## src/include/sbt_pkg.sv

```systemverilog
// Package: constants, states and carriers of the SRAM scan port
package sbt_pkg;

   // Scan register lengths
   localparam int IR_LEN = 3;       // Instruction register
   localparam int ID_LEN = 32;      // Identification register
   localparam int RING_LEN = 75;    // Pin ring register, all widths

   // Instruction codes
   localparam logic [2:0] INS_EXT_CAPTURE = 3'h0; // Capture, outputs off
   localparam logic [2:0] INS_READ_ID     = 3'h1; // Identity read
   localparam logic [2:0] INS_SAMPLE_Z    = 3'h2; // Capture, outputs off
   localparam logic [2:0] INS_SAMPLE      = 3'h4; // Capture only
   localparam logic [2:0] INS_BYPASS      = 3'h7; // One-bit path

   // Instruction capture pattern in the two low bits
   localparam logic [1:0] IR_CAPTURE_PAT = 2'h1;

   // Identity field values; arbitrary neutral values except the present bit
   localparam logic [3:0]  ID_REVISION  = 4'h2;   // Arbitrary value
   localparam logic [4:0]  ID_DEPTH_1M  = 5'h0a;  // Arbitrary value
   localparam logic [4:0]  ID_DEPTH_512 = 5'h0b;  // Arbitrary value
   localparam logic [4:0]  ID_WIDTH_18  = 5'h0c;  // Arbitrary value
   localparam logic [4:0]  ID_WIDTH_36  = 5'h0d;  // Arbitrary value
   localparam logic [5:0]  ID_DEVICE    = 6'h00;  // Undefined field
   localparam logic [10:0] ID_MAKER     = 11'h155; // Arbitrary value
   localparam logic        ID_PRESENT   = 1'b1;   // Always one

   // Reset sequence length for the mode select input
   localparam int RESET_TMS_EDGES = 5;

   // Port controller states
   typedef enum logic [3:0] {
      ST_RESET, ST_IDLE, ST_SEL_DR, ST_CAP_DR, ST_SHIFT_DR, ST_EXIT1_DR,
      ST_PAUSE_DR, ST_EXIT2_DR, ST_UPD_DR, ST_SEL_IR, ST_CAP_IR,
      ST_SHIFT_IR, ST_EXIT1_IR, ST_PAUSE_IR, ST_EXIT2_IR, ST_UPD_IR
   } sbt_state_t;

   // Synchronised pin inputs
   typedef struct packed {
      logic tck;   // Test clock level
      logic tms;   // Mode select level
      logic tdi;   // Serial data level
   } sbt_pins_t;

   // Next controller state from mode select
   function automatic sbt_state_t sbt_next_state(sbt_state_t s, logic m);
      case (s)
         ST_RESET:    return m ? ST_RESET    : ST_IDLE;
         ST_IDLE:     return m ? ST_SEL_DR   : ST_IDLE;
         ST_SEL_DR:   return m ? ST_SEL_IR   : ST_CAP_DR;
         ST_CAP_DR:   return m ? ST_EXIT1_DR : ST_SHIFT_DR;
         ST_SHIFT_DR: return m ? ST_EXIT1_DR : ST_SHIFT_DR;
         ST_EXIT1_DR: return m ? ST_UPD_DR   : ST_PAUSE_DR;
         ST_PAUSE_DR: return m ? ST_EXIT2_DR : ST_PAUSE_DR;
         ST_EXIT2_DR: return m ? ST_UPD_DR   : ST_SHIFT_DR;
         ST_UPD_DR:   return m ? ST_SEL_DR   : ST_IDLE;
         ST_SEL_IR:   return m ? ST_RESET    : ST_CAP_IR;
         ST_CAP_IR:   return m ? ST_EXIT1_IR : ST_SHIFT_IR;
         ST_SHIFT_IR: return m ? ST_EXIT1_IR : ST_SHIFT_IR;
         ST_EXIT1_IR: return m ? ST_UPD_IR   : ST_PAUSE_IR;
         ST_PAUSE_IR: return m ? ST_EXIT2_IR : ST_PAUSE_IR;
         ST_EXIT2_IR: return m ? ST_UPD_IR   : ST_SHIFT_IR;
         default:     return m ? ST_SEL_DR   : ST_IDLE;
      endcase
   endfunction

endpackage

```

## src/hdl/sbt_pin_sync.sv

```systemverilog
// Two-stage synchroniser and edge finder for the scan port pins
`timescale 1ns/1ps
module sbt_pin_sync
   import sbt_pkg::*;
(
   input  wire logic      clk_sys,
   input  wire logic      rst,
   input  wire sbt_pins_t pins_in,
   output sbt_pins_t      pins_out,
   output logic           tck_rise,
   output logic           tck_fall
);

   // All state in one struct
   typedef struct packed {
      sbt_pins_t s1;    // First stage, read only by s2
      sbt_pins_t s2;    // Second stage
      logic      tck_d; // Delayed clock level for edges
   } sbt_sync_state_t;

   sbt_sync_state_t st_r;
   sbt_sync_state_t st_nxt;

   // Next-state fill
   always_comb
   begin
      st_nxt       = st_r;
      st_nxt.s1    = pins_in;
      st_nxt.s2    = st_r.s1;
      st_nxt.tck_d = st_r.s2.tck;
   end

   // State register
   always_ff @(posedge clk_sys or posedge rst)
   begin
      if (rst)
      begin
         st_r <= '0;
      end
      else
      begin
         st_r <= st_nxt;
      end
   end

   // Edge strobes from the second stage only
   assign pins_out = st_r.s2;
   assign tck_rise = st_r.s2.tck & ~st_r.tck_d;
   assign tck_fall = ~st_r.s2.tck & st_r.tck_d;

endmodule // sbt_pin_sync

```

## src/hdl/sbt_scan_tap.sv

```systemverilog
// Scan test access port of the burst SRAM
`timescale 1ns/1ps
module sbt_scan_tap
   import sbt_pkg::*;
#(
   parameter bit DEPTH_1M = 1'b1,  // Deep configuration when set
   parameter bit WIDTH_18 = 1'b1   // Narrow configuration when set
)
(
   input  wire logic                clk_sys,
   input  wire logic                rst,
   input  wire logic                tck,
   input  wire logic                tms,
   input  wire logic                tdi,
   input  wire logic [RING_LEN-1:0] ring_in,
   output logic                     tdo,
   output logic                     tdo_oe,
   output logic                     sram_out_off,
   output logic [IR_LEN-1:0]        ir_active,
   output sbt_state_t               tap_state
);

   // Fixed identity word assembled from fields
   localparam logic [ID_LEN-1:0] ID_VALUE = {
      ID_REVISION,
      DEPTH_1M ? ID_DEPTH_1M : ID_DEPTH_512,
      WIDTH_18 ? ID_WIDTH_18 : ID_WIDTH_36,
      ID_DEVICE,
      ID_MAKER,
      ID_PRESENT};

   // Whole module state except the tms_cnt_r counter
   typedef struct packed {
      sbt_state_t          fsm;      // Controller state
      logic [IR_LEN-1:0]   ir_sh;    // Instruction shift stage
      logic [IR_LEN-1:0]   ir;       // Active instruction
      logic                byp;      // Bypass register
      logic [ID_LEN-1:0]   id_sh;    // Identity shift register
      logic [RING_LEN-1:0] ring;     // Pin ring register
      logic                tdo;      // Serial output
      logic                tdo_oe;   // Serial output enable
      logic                out_off;  // SRAM outputs forced off
   } sbt_tap_state_t;

   sbt_tap_state_t st_r;
   sbt_tap_state_t st_nxt;
   sbt_pins_t      pins;       // Synchronised pins
   logic           tck_rise;   // Test clock rising strobe
   logic           tck_fall;   // Test clock falling strobe

   // Pin synchroniser
   sbt_pin_sync u_sync (
      .clk_sys  (clk_sys),
      .rst      (rst),
      .pins_in  ('{tck: tck, tms: tms, tdi: tdi}),
      .pins_out (pins),
      .tck_rise (tck_rise),
      .tck_fall (tck_fall)
   );

   // True when the instruction routes the ring register
   function automatic logic sel_ring(logic [IR_LEN-1:0] i);
      return (i == INS_EXT_CAPTURE) || (i == INS_SAMPLE_Z) ||
             (i == INS_SAMPLE);
   endfunction

   // Next-state logic, rising edges sample and falling edges drive
   always_comb
   begin
      st_nxt = st_r;
      if (tck_rise)
      begin
         // Controller advance on mode select
         st_nxt.fsm = sbt_next_state(st_r.fsm, pins.tms);
         case (st_r.fsm)
            ST_RESET:
            begin
               st_nxt.ir = INS_READ_ID;
            end
            ST_CAP_IR:
            begin
               st_nxt.ir_sh = {st_r.ir[IR_LEN-1],
                               IR_CAPTURE_PAT};
            end
            ST_SHIFT_IR:
            begin
               st_nxt.ir_sh = {pins.tdi, st_r.ir_sh[IR_LEN-1:1]};
            end
            ST_UPD_IR:
            begin
               st_nxt.ir = st_r.ir_sh;  // Codes assumed legal
            end
            ST_CAP_DR:
            begin
               if (sel_ring(st_r.ir))
               begin
                  st_nxt.ring = ring_in;
               end
               else if (st_r.ir == INS_READ_ID)
               begin
                  st_nxt.id_sh = ID_VALUE;
               end
               else
               begin
                  st_nxt.byp = 1'b0;
               end
            end
            ST_SHIFT_DR:
            begin
               // Shift the selected register, data enters at MSB
               if (sel_ring(st_r.ir))
               begin
                  st_nxt.ring = {pins.tdi, st_r.ring[RING_LEN-1:1]};
               end
               else if (st_r.ir == INS_READ_ID)
               begin
                  st_nxt.id_sh = {pins.tdi, st_r.id_sh[ID_LEN-1:1]};
               end
               else
               begin
                  st_nxt.byp = pins.tdi;
               end
            end
            default:
            begin
               // Update of data has no preload effect
            end
         endcase
         // Entering reset reloads identity at once
         if (st_nxt.fsm == ST_RESET)
         begin
            st_nxt.ir = INS_READ_ID;
         end
      end
      if (tck_fall)
      begin
         // Output drives only in shift states
         st_nxt.tdo_oe = (st_r.fsm == ST_SHIFT_DR) ||
                         (st_r.fsm == ST_SHIFT_IR);
         if (st_r.fsm == ST_SHIFT_IR)
         begin
            st_nxt.tdo = st_r.ir_sh[0];
         end
         else if (sel_ring(st_r.ir))
         begin
            st_nxt.tdo = st_r.ring[0];
         end
         else if (st_r.ir == INS_READ_ID)
         begin
            st_nxt.tdo = st_r.id_sh[0];
         end
         else
         begin
            st_nxt.tdo = st_r.byp;
         end
      end
      // Outputs forced off for the two isolating codes
      st_nxt.out_off = (st_nxt.ir == INS_EXT_CAPTURE) ||
                       (st_nxt.ir == INS_SAMPLE_Z);
   end

   // State register with power-up values
   always_ff @(posedge clk_sys or posedge rst)
   begin
      if (rst)
      begin
         st_r         <= '0;
         st_r.fsm     <= ST_RESET;
         st_r.ir      <= INS_READ_ID;
         st_r.ir_sh   <= INS_READ_ID;
      end
      else
      begin
         st_r <= st_nxt;
      end
   end

   // Outputs straight from flops
   assign tdo          = st_r.tdo;
   assign tdo_oe       = st_r.tdo_oe;
   assign sram_out_off = st_r.out_off;
   assign ir_active    = st_r.ir;
   assign tap_state    = st_r.fsm;

   // Saturating count of consecutive high mode select edges
   localparam logic [2:0] TMS_CNT_MAX = 3'(RESET_TMS_EDGES);

   logic [2:0] tms_cnt_r;  // Consecutive high mode edges
   always_ff @(posedge clk_sys or posedge rst)
   begin
      if (rst)
      begin
         tms_cnt_r <= '0;
      end
      else if (tck_rise)
      begin
         tms_cnt_r <= pins.tms ? ((tms_cnt_r == TMS_CNT_MAX) ? TMS_CNT_MAX
                                  : tms_cnt_r + 3'h1) : 3'h0;
      end
   end
endmodule // sbt_scan_tap

```

## config.mk

```make
export PLATFORM = sky130hd
export DESIGN_NAME = sbt_scan_tap
export DESIGN_NICKNAME = d
export VERILOG_FILES = /design/src/include/sbt_pkg.sv /design/src/hdl/sbt_pin_sync.sv /design/src/hdl/sbt_scan_tap.sv
export SDC_FILE = /design/constraint.sdc
export NUM_CORES = 1
export LEC_CHECK = 0
export BUFFER_PORTS_ARGS = -buffer_cell sky130_fd_sc_hd__buf_4
export CAP_MARGIN = 40
export CORE_ASPECT_RATIO = 1.5
export CORE_MARGIN = 5
export CORE_UTILIZATION = 40
export CTS_BUF_LIST = sky130_fd_sc_hd__clkbuf_4
export DETAILED_ROUTE_END_ITERATION = 10
export GPL_ROUTABILITY_DRIVEN = 0
export GPL_TIMING_DRIVEN = 0
export PLACE_DENSITY = 0.58
export SYNTH_ARGS = -nofsm -noshare
export SYNTH_HDL_FRONTEND = slang
export SYNTH_SLANG_ARGS = --single-unit
```

## constraint.sdc

```tcl
create_clock -name clk_sys -period 4.4 [get_ports clk_sys]
set_clock_uncertainty 0.15 [all_clocks]
set_input_delay 0.44 -clock clk_sys [delete_from_list [all_inputs] [get_ports clk_sys]]
set_output_delay 0.44 -clock clk_sys [all_outputs]
set_load 0.01 [all_outputs]
```

======== After elaboration in Yosys (flattened, before gate mapping) ========
Cells that the tools add are included.
Widths: inputs -> output; s select.
operators by class
  muxes and demuxes ....................... 30
  bitwise operators ....................... 4
  reductions and logical operators ........ 16
  eq/ne operators ......................... 25
operator list
  operator            count
  $pmux 108 s2        1
  $mux 75             2
  $mux 111            1
  $mux 33             2
  $mux 32             2
  $pmux 4 s11         1
  $eq 4x4->1 const B  7
  $mux 4              5
  $eq 4x3->1 const B  4
  $ne 2x2->1 const B  8
  $pmux 3 s2          2
  $reduce_and 6->1    2
  $mux 3              3
  $eq 4x2->1 const B  2
  $logic_not 4->1     2
  $mux 1              8
  $eq 3x2->1 const B  2
  $logic_not 3->1     2
  $mux 2              3
  $logic_or 1x1->1    4
  $reduce_and 4->1    1
  $reduce_bool 2->1   2
  $reduce_or 2->1     2
  $eq 3x1->1 const B  1
  other kinds (4)     6
word-level totals
  logic and storage cells ................. 91
  flip-flop bits (word level) ............. 128
  bits of input ports ..................... 80

======== Logic depth before layout (Yosys ltp) ========
  depth after elaboration ................. 9
  mapped depth ............................ 7
  gate-level depth less buffers ........... 4

======== Cells and area by module ========
Synthesis repeated with hierarchy kept, for this count alone.
unflattened totals
  cells, all modules ...................... 595
  area, all modules ....................... 5987.0 µm²
by module, submodules not included
  module        times used  area each (µm²)  cells an instance
  sbt_scan_tap  1           5770.5           582
  sbt_pin_sync  1           216.5            13

======== Worst setup path before layout ========
No wires, ideal clock.
  kind .................................... flip-flop to flip-flop
  from .................................... register st_r, in the netlist tap_state[1]
  to ...................................... register st_r[12] (netlist bit)
  buffers on the path ..................... 4
  data required time ...................... 4.127 ns
  stages on the path, launching flop included .. 8
  setup slack ............................. 2.724 ns
  period minus slack after synthesis ...... 1.676 ns
  arrival ................................. 1.403 ns
  path through ............................ dfrtp_1 -> buf_6 -> nor4b_2 -> buf_4 -> buf_8 -> buf_12 -> mux2i_1 -> o21ai_1
between the ends
  longest elaborated chain between the ends .. 3
RTL lines
  what                                                              RTL line             source
  start: declaration                                                sbt_scan_tap.sv:45   sbt_tap_state_t st_r;
  start signal: assignment                                          sbt_scan_tap.sv:174  st_r <= st_nxt;
  $eq 4x2->1 / $eq 4x3->1 (equally long branches)                   sbt_scan_tap.sv:75   case (st_r.fsm)
  $ne 2x2->1 (no line) / $reduce_bool 2->1 (equally long branches)  -
  $reduce_and 4->1 (no line)                                        -
Parallel ways exist; a longest one is shown, timed or not.
A chain may end at the register's enable or synchronous reset.

======== Worst setup path in the final report ========
  from .................................... register st_r, in the netlist tap_state[1]
  to ...................................... register st_r[11] (netlist bit)
The elaborated chain is that of the path after synthesis.

==> summary.txt <==
GRT
  • First-pass GRT wire length: 22.63 mm
  • Global route overflow: 0
  • Initial antenna violation count: 1
  • Vias in the first global route: ~4.8k
  • Largest net degree at the start of global routing: 94
  • All-layer global routing usage: about 16%

STA
  • Worst-margin pin slew: 0.4729 ns
  • Peak Freq: 483.7 MHz
  • Max-slew headroom: 68.47%
  • Tmin final: about 2.1 ns
  • Pins Over Slew Limit: 0
  • RSZ-0062 raised after global routing: false
  • Final-report hold violation count: 0
  • Final hold slack: 0.04062 ns
  • Setup Viol. Count Final: 0
  • Period utilisation layout: 46.99%

Worst setup path
  • Startpoint types: register
  • Critical path type: reg -> reg
  • CP Capture Type: register
  • Worst Path Arrival: around 2.3 ns
  • CP Cell Sequence: buf_6 > and3b_1 > o211ai_2 > buf_4 > buf_2 > o21ai_1
  • Crit-path max FO: 10
  • CP required: between 4 and 5 ns
  • Slowest library cell on the worst path: dfrtp_1
  • Worst path max stage delay: 0.41 ns

Logic synthesis
  • Synthesized flop and latch total: 128
  • Prevailing post-synth register cell: dfrtp_1
  • Most frequent cell after synthesis: nand2_1
  • Post-synth top cells: 136 x nand2_1, 126 x dfrtp_1, 111 x o21ai_1
  • Largest cells by area after synthesis: dfrtp_1 53%, mux2i_1 13%, o21ai_1 9.3%, nand2_1 8.5%, buf_4 2.9%
  • Syn avg cell area: 10.00 sq um
  • Number of enable flip-flop cells after synthesis: 0
  • Async SR Flop Fraction: 100.0%
  • Cell count after synthesis: 600
  • Post-synth top area share: 52.54%
  • Post-Syn Area: 6001 sq um
  • Netlist cell types: 53
  • Syn. warnings: 0
  • Synth Net Count: 680
  • Seq/Total Area, Yosys: 53.42%
  • Cell taking the most area after synthesis: dfrtp_1

CTS
  • CTS sink count: 128
  • CTS max path bufs: 2
  • CTS tree: yes
  • Clock latency on the worst-skew pair: approximately 0.52 ns
  • Clock Pin Slew Worst Setup and Hold Paths: 0.12 ns
  • Hold-fix buffers at CTS: 13
  • Clock root cell: clkbuf_4
  • PostCTS Resize Cnt: 0
  • CTS Buf Count: 17
  • H-tree Lvls: 4
  • Post-CTS Setup Inserts: 0

Pwr
  • Worst vdd rail ir drop: 0.2880 mV
  • Overall Power: just over 0.004 W
  • Clk pwr share: around a fifth
  • Reg power frac: 45.8%
  • Cell-internal power: 0.002641 W
  • Logic pwr share: between 30% and 40%
  • PD cells: 542.1 nW/um^2
  • P_leak: 3.368 nW
  • Sw frac: 34.36%
  • Psw: 0.001382 W

Die
  • Die area: 17600 sq um
  • Chip width: 110.0 um
  • Initial Utilization: 40.93%
  • Area of the core: 14660 sq um
  • IO Count: 90
  • Height of the die: 160.0 um
  • Row count: 54

Routing
  • Wire per inst: 14.48 um
  • DRC errors left: 0
  • Via count: approximately 4.7k
  • WL final: 13.55 mm
  • Routed Antenna Nets: 0
  • First-pass DRT Iterations: 4
  • 1st-iter DRT viols: 135
  • Via density: 4.997

Cells and area
  • Finished Cell Area: approximately 7400 sq um
  • Layout area overhead: 23.67%
  • Nets@finish: a little over 800
  • Layout cell share with drive strength beyond 1: between 20% and 30%
  • Final std cells w/o fill: about 940

Min path
  • Hold WC Path Type: in -> reg

Placed design
  • Area after DPL: ~6900 sq um
  • Hpwl dp: 9.817 mm
  • Placed insts: 886
  • Input/output buffers: 89

Job
  • Max_cap viols: 0

Outcome
  • Status: complete, no violations
path summary, 6_finish.rpt:
kind,startpoint,end,slack [ns],depth (start not counted)
max,tap_state[1],st_r[11],2.33,6
max in group asynchronous,rst,ir_active[0],3.02,4
min,ring_in[40],st_r[43],0.04,3
min in group asynchronous,rst,st_r[28],0.31,3
max reg2reg,tap_state[1],st_r[11],2.33,6
min reg2reg,u_sync.st_nxt[2],u_sync.pins_out[1],0.21,0
cell families after synthesis:
kind of cell	count (synthesis)	synth area share (%)
adders and majority gates	1	0.1668
buffers and inverters	59	6.318
DFF	128	53.42
xor gates and xnor gates	2	0.2920
muxes	76	12.68
AOI/OAI and AO/OA	155	14.35
and+or+nand+nor	179	12.78
layout by cell type, fill, tap and decap left out, types with 3 or more instances in the layout:
master,netlist,routed
a21oi_1,13,13
buf_2,16,16
buf_4,23,112
bufinv_16,0,3
clkbuf_1,9,9
clkbuf_4,0,18
clkinvlp_4,0,6
dfrtp_1,126,126
dlygate4sd3_1,0,17
inv_1,7,6
mux2i_1,76,76
nand2_1,136,136
nand3_1,3,3
nor2_1,19,19
nor2b_1,5,5
o21ai_0,7,7
o21ai_1,111,111
registers in the layout, indices dropped and copies added, names as in the netlist:
signal / count
st_r: 111
u_sync.st_r: 1
ir_active: 3
sram_out_off: 1
tap_state: 4
tdo: 1
tdo_oe: 1
u_sync.st_nxt: 3
u_sync.pins_out: 3
worst max-delay path, delay by kind of cell (launching register included):
kind            cells  cell delay (ns)
simple gates        1             0.20
buf+inv             3             0.68
flops               1             0.41
compound gates      2             0.50
through the flow:
stage	TNS, ns	util, %	worst slack, ns
after floorplan	0	-	0.4007
after global routing	0	50.61	2.201
after global placement	-135.60	47.16	-1.082
after CTS	0	50.32	2.312
final	0	50.61	2.333
after detailed placement	0	47.38	2.345
power by group through the flow:
stage	combinational, W	sequential [W]	clock (W)
after global routing	0.00150	0.00190	0.000929
after CTS	0.00135	0.00185	0.000877
after global placement	0.00130	0.00185	0
final	0.00134	0.00184	0.000845
after detailed placement	0.00134	0.00187	0
after floorplan	0.00103	0.00179	0
cell type report:
cell class	instances	area [sq um]
multi-input cells	413	2416
inverters	7	31.28
well taps	196	245.2
diodes	1	2.502
clock inverters	14	166.4
repair buffers	107	865.8
plain buffers	52	352.8
clock buffers	18	135.1
fillers	1407	7241
flip-flops and latches	128	3206
per-layer routing:
metal	GRT usage (%)	vias to the layer above	share of wire (%)
met2	27.24	109	51
li1	-	2307	-
met1	19.58	2251	43
met3	4.443	10	5.1
met4	4.311	0	0.97
met5	0	-	0
Note: power is estimated with default switching activity, not from simulation.
